### config.mk
export PLATFORM = sky130hd
export DESIGN_NAME = trsb_top
export DESIGN_NICKNAME = d
export VERILOG_FILES = /design/src/verilog/trsb_pkg.sv /design/src/verilog/trsb_relay.sv /design/src/verilog/trsb_shifter.sv /design/src/verilog/trsb_top.sv
export VERILOG_INCLUDE_DIRS = /design/src /design/src/verilog
export SDC_FILE = /design/constraint.sdc
export NUM_CORES = 1
export LEC_CHECK = 0
export BUFFER_PORTS_ARGS = -buffer_cell sky130_fd_sc_hd__buf_4
export CAP_MARGIN = 20
export CORE_AREA = 4 4 66 68
export CTS_BUF_LIST = sky130_fd_sc_hd__clkbuf_8
export DETAILED_ROUTE_END_ITERATION = 16
export DIE_AREA = 0 0 70 72
export SLEW_MARGIN = 0
export SYNTH_ARGS = -nofsm -noshare
export SYNTH_HDL_FRONTEND = slang
export SYNTH_SLANG_ARGS = --single-unit
### constraint.sdc
create_clock -name ref_clk_i -period 2.45 [get_ports ref_clk_i]
set_clock_uncertainty 0.15 [all_clocks]
set_input_delay 0.49 -clock ref_clk_i [delete_from_list [all_inputs] [get_ports ref_clk_i]]
set_output_delay 0.49 -clock ref_clk_i [all_outputs]
set_load 0.005 [all_outputs]
### src/verilog/trsb_params.svh
`ifndef TRSB_PARAMS_SVH
`define TRSB_PARAMS_SVH
// ==========================================
// Widths and reset values
`define TRSB_WORD_W     16
`define TRSB_WORD_RESET 16'h0000
`define TRSB_RELAY_RESET 1'b0
`define TRSB_CONST_LOW  1'b0
`define TRSB_CONST_HIGH 1'b1
// ==========================================
// Direction encoding
`define TRSB_DIR_RIGHT 1'b0
`define TRSB_DIR_LEFT  1'b1
`endif

### src/verilog/trsb_pkg.sv
package trsb_pkg;
  typedef enum logic [1:0] {
    trsb_act_hold,
    trsb_act_load,
    trsb_act_shift
  } trsb_action_t;
endpackage

### src/verilog/trsb_relay.sv
`timescale 1ns/100ps
`include "trsb_params.svh"
module trsb_relay (
  input  wire logic ref_clk_i,
  input  wire logic sys_rst_i,
  input  wire logic clk_en_i,
  input  wire logic trig_rise_i,
  input  wire logic set_rise_i,
  input  wire logic set_lvl_i,
  input  wire logic clr_rise_i,
  input  wire logic clr_lvl_i,
  output logic      toggle_relay_out_o
);
  // ==========================================
  // Relay state, clear first then set then toggle
  always_ff @(posedge ref_clk_i) begin
    if (sys_rst_i) begin
      toggle_relay_out_o <= `TRSB_RELAY_RESET;
    end else if (clk_en_i) begin
      if (clr_lvl_i || clr_rise_i) begin
        toggle_relay_out_o <= 1'b0;
      end else if (set_lvl_i || set_rise_i) begin
        toggle_relay_out_o <= 1'b1;
      end else if (trig_rise_i) begin
        toggle_relay_out_o <= ~toggle_relay_out_o;
      end
      // Otherwise held after inputs fall
    end
  end
endmodule

### src/verilog/trsb_shifter.sv
`timescale 1ns/100ps
`include "trsb_params.svh"
module trsb_shifter #(
  parameter int WORD_W = `TRSB_WORD_W
) (
  input  wire logic              ref_clk_i,
  input  wire logic              sys_rst_i,
  input  wire logic              clk_en_i,
  input  wire trsb_pkg::trsb_action_t action_i,
  input  wire logic              dir_i,
  input  wire logic [WORD_W-1:0] load_word_i,
  output logic [WORD_W-1:0]      word_o
);
  // ==========================================
  // Logical shift by one, zero fill
  function automatic logic [WORD_W-1:0] shift_one(input logic [WORD_W-1:0] w, input logic d);
    if (d == `TRSB_DIR_LEFT) begin
      shift_one = {w[WORD_W-2:0], 1'b0};
    end else begin
      shift_one = {1'b0, w[WORD_W-1:1]};
    end
  endfunction

  always_ff @(posedge ref_clk_i) begin
    if (sys_rst_i) begin
      word_o <= WORD_W'(`TRSB_WORD_RESET);
    end else if (clk_en_i) begin
      case (action_i)
        trsb_pkg::trsb_act_load:  word_o <= load_word_i;
        trsb_pkg::trsb_act_shift: word_o <= shift_one(word_o, dir_i);
        default:                  word_o <= word_o;
      endcase
    end
  end
endmodule

### src/verilog/trsb_top.sv
`timescale 1ns/100ps
`include "trsb_params.svh"
// Overview of operation
// - Constant-low output is always 0.
// - Constant-high output is always 1.
// - With set and clear idle, trigger rising edge inverts relay output.
// - Set rising edge forces relay output to 1.
// - Set high, clear low: relay stays 1 regardless of trigger.
// - Clear rising edge forces relay output to 0.
// - Clear high keeps relay 0, over set and trigger.
// - Relay holds its state after inputs fall.
// - Shift register holds a 16-bit word; data input is 16 bits.
// - Load captures the data word into register and output.
// - Each step rising edge shifts the word one bit, except repeat edges while load stays high.
// - Direction 0 shifts right, 1 shifts left.
// - Load during shifting discards contents and reloads data word.
// - At most one shift while load stays asserted.
// - Right shifts continue to zero, then stay zero.
// - Write-back option returns each shifted result to the data source.
// - Output shows the stored word after every load or shift.
module trsb_top #(
  parameter int WORD_W = `TRSB_WORD_W
) (
  input  wire logic              ref_clk_i,
  input  wire logic              sys_rst_i,
  input  wire logic              clk_en_i,
  input  wire logic              trigger_i,
  input  wire logic              set_i,
  input  wire logic              clear_i,
  input  wire logic [WORD_W-1:0] data_word_i,
  input  wire logic              load_i,
  input  wire logic              direction_i,
  input  wire logic              step_i,
  input  wire logic              write_back_en_i,
  output logic                   constant_low_out_o,
  output logic                   constant_high_out_o,
  output logic                   toggle_relay_out_o,
  output logic [WORD_W-1:0]      shifted_word_out_o,
  output logic [WORD_W-1:0]      write_back_word_o,
  output logic                   write_back_valid_o
);
  // ==========================================
  // Constant sources
  assign constant_low_out_o  = `TRSB_CONST_LOW;
  assign constant_high_out_o = `TRSB_CONST_HIGH;

  // ==========================================
  // Previous samples for edge detection
  logic trig_q;
  logic set_q;
  logic clr_q;
  logic load_q;
  logic step_q;

  function automatic logic rise(input logic cur, input logic prev);
    rise = cur & ~prev;
  endfunction

  always_ff @(posedge ref_clk_i) begin
    if (sys_rst_i) begin
      trig_q <= 1'b0;
      set_q  <= 1'b0;
      clr_q  <= 1'b0;
      load_q <= 1'b0;
      step_q <= 1'b0;
    end else if (clk_en_i) begin
      trig_q <= trigger_i;
      set_q  <= set_i;
      clr_q  <= clear_i;
      load_q <= load_i;
      step_q <= step_i;
    end
  end

  // ==========================================
  // Toggle relay
  trsb_relay u_relay (
    .ref_clk_i          (ref_clk_i),
    .sys_rst_i          (sys_rst_i),
    .clk_en_i           (clk_en_i),
    .trig_rise_i        (rise(trigger_i, trig_q)),
    .set_rise_i         (rise(set_i, set_q)),
    .set_lvl_i          (set_i),
    .clr_rise_i         (rise(clear_i, clr_q)),
    .clr_lvl_i          (clear_i),
    .toggle_relay_out_o (toggle_relay_out_o)
  );

  // ==========================================
  // Shift control
  // Load is level sensitive so a late data change still reloads; while it
  // stays high only one step edge is honoured.
  logic                   shifted_in_load;
  trsb_pkg::trsb_action_t action;
  logic                   step_rise;

  assign step_rise = rise(step_i, step_q);

  always_comb begin
    action = trsb_pkg::trsb_act_hold;
    if (load_i && step_rise && !shifted_in_load) begin
      action = trsb_pkg::trsb_act_shift;
    end else if (load_i) begin
      action = trsb_pkg::trsb_act_load;
    end else if (step_rise) begin
      action = trsb_pkg::trsb_act_shift;
    end
  end

  always_ff @(posedge ref_clk_i) begin
    if (sys_rst_i) begin
      shifted_in_load <= 1'b0;
    end else if (clk_en_i) begin
      if (!load_i) begin
        shifted_in_load <= 1'b0;
      end else if (action == trsb_pkg::trsb_act_shift) begin
        shifted_in_load <= 1'b1;
      end
    end
  end

  // Shift during load acts on the stored word, the just-loaded one unless step rises in the same cycle as load
  logic [WORD_W-1:0] held_word;
  logic [WORD_W-1:0] shift_src;

  assign shift_src = held_word;

  trsb_shifter #(
    .WORD_W (WORD_W)
  ) u_shifter (
    .ref_clk_i   (ref_clk_i),
    .sys_rst_i   (sys_rst_i),
    .clk_en_i    (clk_en_i),
    .action_i    (action),
    .dir_i       (direction_i),
    .load_word_i (data_word_i),
    .word_o      (held_word)
  );

  assign shifted_word_out_o = shift_src;

  // ==========================================
  // Write-back toward the data source
  // One-cycle strobe after each shift; the source must take it.
  logic shift_done;

  always_ff @(posedge ref_clk_i) begin
    if (sys_rst_i) begin
      shift_done <= 1'b0;
    end else if (clk_en_i) begin
      shift_done <= (action == trsb_pkg::trsb_act_shift) && write_back_en_i;
    end
  end

  assign write_back_valid_o = shift_done && clk_en_i;
  assign write_back_word_o  = held_word;
endmodule

==> reports/qor.yml <==
final_layout:
  drive_gt1_share_pct: 34.7
  area_growth_pct: 28.7
  design_area_um2: 1640
  final_nets: 218
  nFillCells: 422
  layout_common_cells: "buf_4, dfxtp_1, a21oi_1, nor2_1, mux2i_1"
  mostFrequentLayoutCell: "buf_4"
  instances_no_fill: 240
  diodes: 0
yosys:
  synth_area_um2: 1280
  synth_cell_type_count: 26
  synth_top_area_share_pct: 32.9
  synth_largest_area_cell: "dfxtp_1"
  synth_warnings: 0
  syn-num-nets: 181
  ys_ff_latch: 21
  netlist_instances: 154
  yosysSeqAreaShare_pct: 32.9
  avgSynthCellArea_um2: 8.29
  synth_area_leaders: "dfxtp_1, mux2i_1, buf_4, a211o_1, a21oi_1"
route:
  wire_per_inst_um: 12.3
  drt-pass1-iter-count: 4
  ant_nets: 0
  via_count: 1134
  wl_met3_um: 266
  wl_met2_um: 1320
  drtIter0Drc: 85
  top_layer: "met4"
  wl_met1_um: 1350
  drc: 0
  wirelength_um: 2940
  vias_per_cell: 4.73
floorplanning:
  num_rows: 23
  die_h_um: 72
  ios: 62
  dieArea_um2: 5040
  start_util_pct: 33.1
  fp.coreArea_um2: 3860
  die_width_um: 70
global_route:
  grt_pass1_vias: 1015
  antenna_found_initial: 0
  grt_max_degree: 33
  grt_use_total_pct: 11.3
  grt_pass1_wl_um: 4720
  overflow: 0
critical_path:
  cp-end-kind: "flip-flop"
  crit_path_max_fanout: 31
  arrival_ps: 1830
  regToRegStartpoint: "step_q$_SDFFE_PP0P_"
  startpoint: "step_q$_SDFFE_PP0P_"
  crit_type: "flip-flop to flip-flop"
  critPathRequiredTime_ps: 2490
  r2r_cells: 8
  startpoint_type: "flip-flop"
clocking:
  cts_tree: "yes"
  clkLatencyLatePin_ps: 260
  cts_hold_buf: 0
  clock-sinks: 21
  cts_made_buffers: 3
  post_cts_buffers: 0
  htree_levels: 1
  cts-root-buf: "clkbuf_8"
  cts_resized: 0
  path_clk_slew_ps: 80
  clk_path_buf_depth: 2
power_and_ir_drop:
  pwr-share-clk_pct: 26.9
  leakage_nw: 0.761
  vdd_drop_max_mv: 0.341
  power_density_nw_per_um2: 516
  switchingPower_mw: 0.241
  p_comb_share_pct: 26.4
  sw_frac_of_total_pct: 28.4
  seq_power_share_pct: 46.7
  p_int_mw: 0.608
hold_path:
  hold_start: "shift_done$_SDFFE_PP0P_"
  hold_class: "flip-flop to flip-flop"
  hold_path_depth: 2
place:
  place.gp.congestion: 0.711
  placed_cell_area_um2: 1600
  dp.cells: 236
  dp_hpwl_um: 2120
  port_buffers: 59
  dp_slack_ps: 451
sta:
  fin_crit_sh_pct: 72.9
  holdWs_ps: 325
  max_freq_ghz: 0.560
  period_needed_ps: 1790
  final_hold_viol_count: 0
  setup-tns-final_ps: 0
  grt_setup_unrepaired: "false"
  maxSlewViolCount: 0
  setup_slack_ps: 664
  final-setup-viol-count: 0
run:
  max_cap_viol_count: 0
outcome:
  status: "complete, no violations"
==> layout make-up <==
class / count / area (um2) / area share (%)
Clock buffer: 3 / 41.3 / 2.51
Inverter: 4 / 15.0 / 0.914
Sequential cell: 21 / 420 / 25.6
Clock inverter: 1 / 5.00 / 0.305
Multi-Input combinational cell: 100 / 628 / 38.2
Timing Repair Buffer: 61 / 470 / 28.6
Tap cell: 50 / 62.6 / 3.81
==> synth_stat cells <==
library cell,instances
dfxtp_1,21
buf_4,18
a21oi_1,17
nor2_1,17
mux2i_1,16
nand2_1,15
a211o_1,14
buf_2,4
clkbuf_1,4
inv_1,4
a221oi_1,2
buf_6,2
conb_1,2
nand2b_1,2
nand3_1,2
nor2b_1,2
nor3_1,2
o21ai_0,2
a21oi_2,1
a31oi_1,1
and2_1,1
buf_12,1
ha_1,1
nand3b_1,1
nor4b_1,1
nor4bb_1,1
==> path summary, 6_finish.rpt <==
check / to / slack [ps]
min reg2reg: shift_done$_SDFFE_PP0P_ / 320
min: shift_done$_SDFFE_PP0P_ / 320
max: u_shifter.word_o[6]$_SDFFE_PP0P_ / 660
max reg2reg: u_shifter.word_o[6]$_SDFFE_PP0P_ / 660
==> metrics by stage <==
step	power, mW	util [%]
after floorplan	0.547	-
after global placement	0.632	41.4
after detailed placement	0.632	41.4
after CTS	0.869	42.6
after global routing	0.903	42.6
final	0.848	42.6
==> registers in the layout, summed over array words and instances (netlist names) <==
name                        flops
u_shifter.word_o               16
shift_done                      1
shifted_in_load                 1
step_q                          1
trig_q                          1
u_relay.toggle_relay_out_o      1
==> critical path, cell delays in order, from the launching register on <==
cell	delay (ps)
dfxtp_1	320
inv_1	60
nand2_1	60
o21ai_0	160
ha_1	190
buf_4	290
nor2_1	90
a211o_1	260
a21oi_1	140
==> metal layers <==
layer,vias to the layer above,GRT usage [%]
met1,499,14.4
li1,583,-
met4,0,1.91
met3,2,4.29
met2,50,18.5
met5,-,0
==> power by group through the flow <==
stage	Sequential [mW]	Clock, mW	Combinational [mW]
4_1_cts	0.398	0.244	0.227
2_1_floorplan	0.399	0	0.148
3_5_place_dp	0.406	0	0.227
6_report	0.396	0.228	0.224
5_1_grt	0.403	0.251	0.249
3_3_place_gp	0.406	0	0.226
==> cells by family (layout without fill, tap and decap cells) <==
group / after synthesis / after routing / synth area share [%]
other: 2 / 2 / 0.588
adder cells (fa/ha/maj): 1 / 1 / 0.980
buffers and inverters: 33 / 69 / 17.8
AND/OR/NAND/NOR: 44 / 44 / 15.5
multiplexers: 16 / 16 / 12.5
AO/OA/AOI/OAI: 37 / 37 / 19.6
flip-flops: 21 / 21 / 32.9
(Power assumes the default switching activity.)
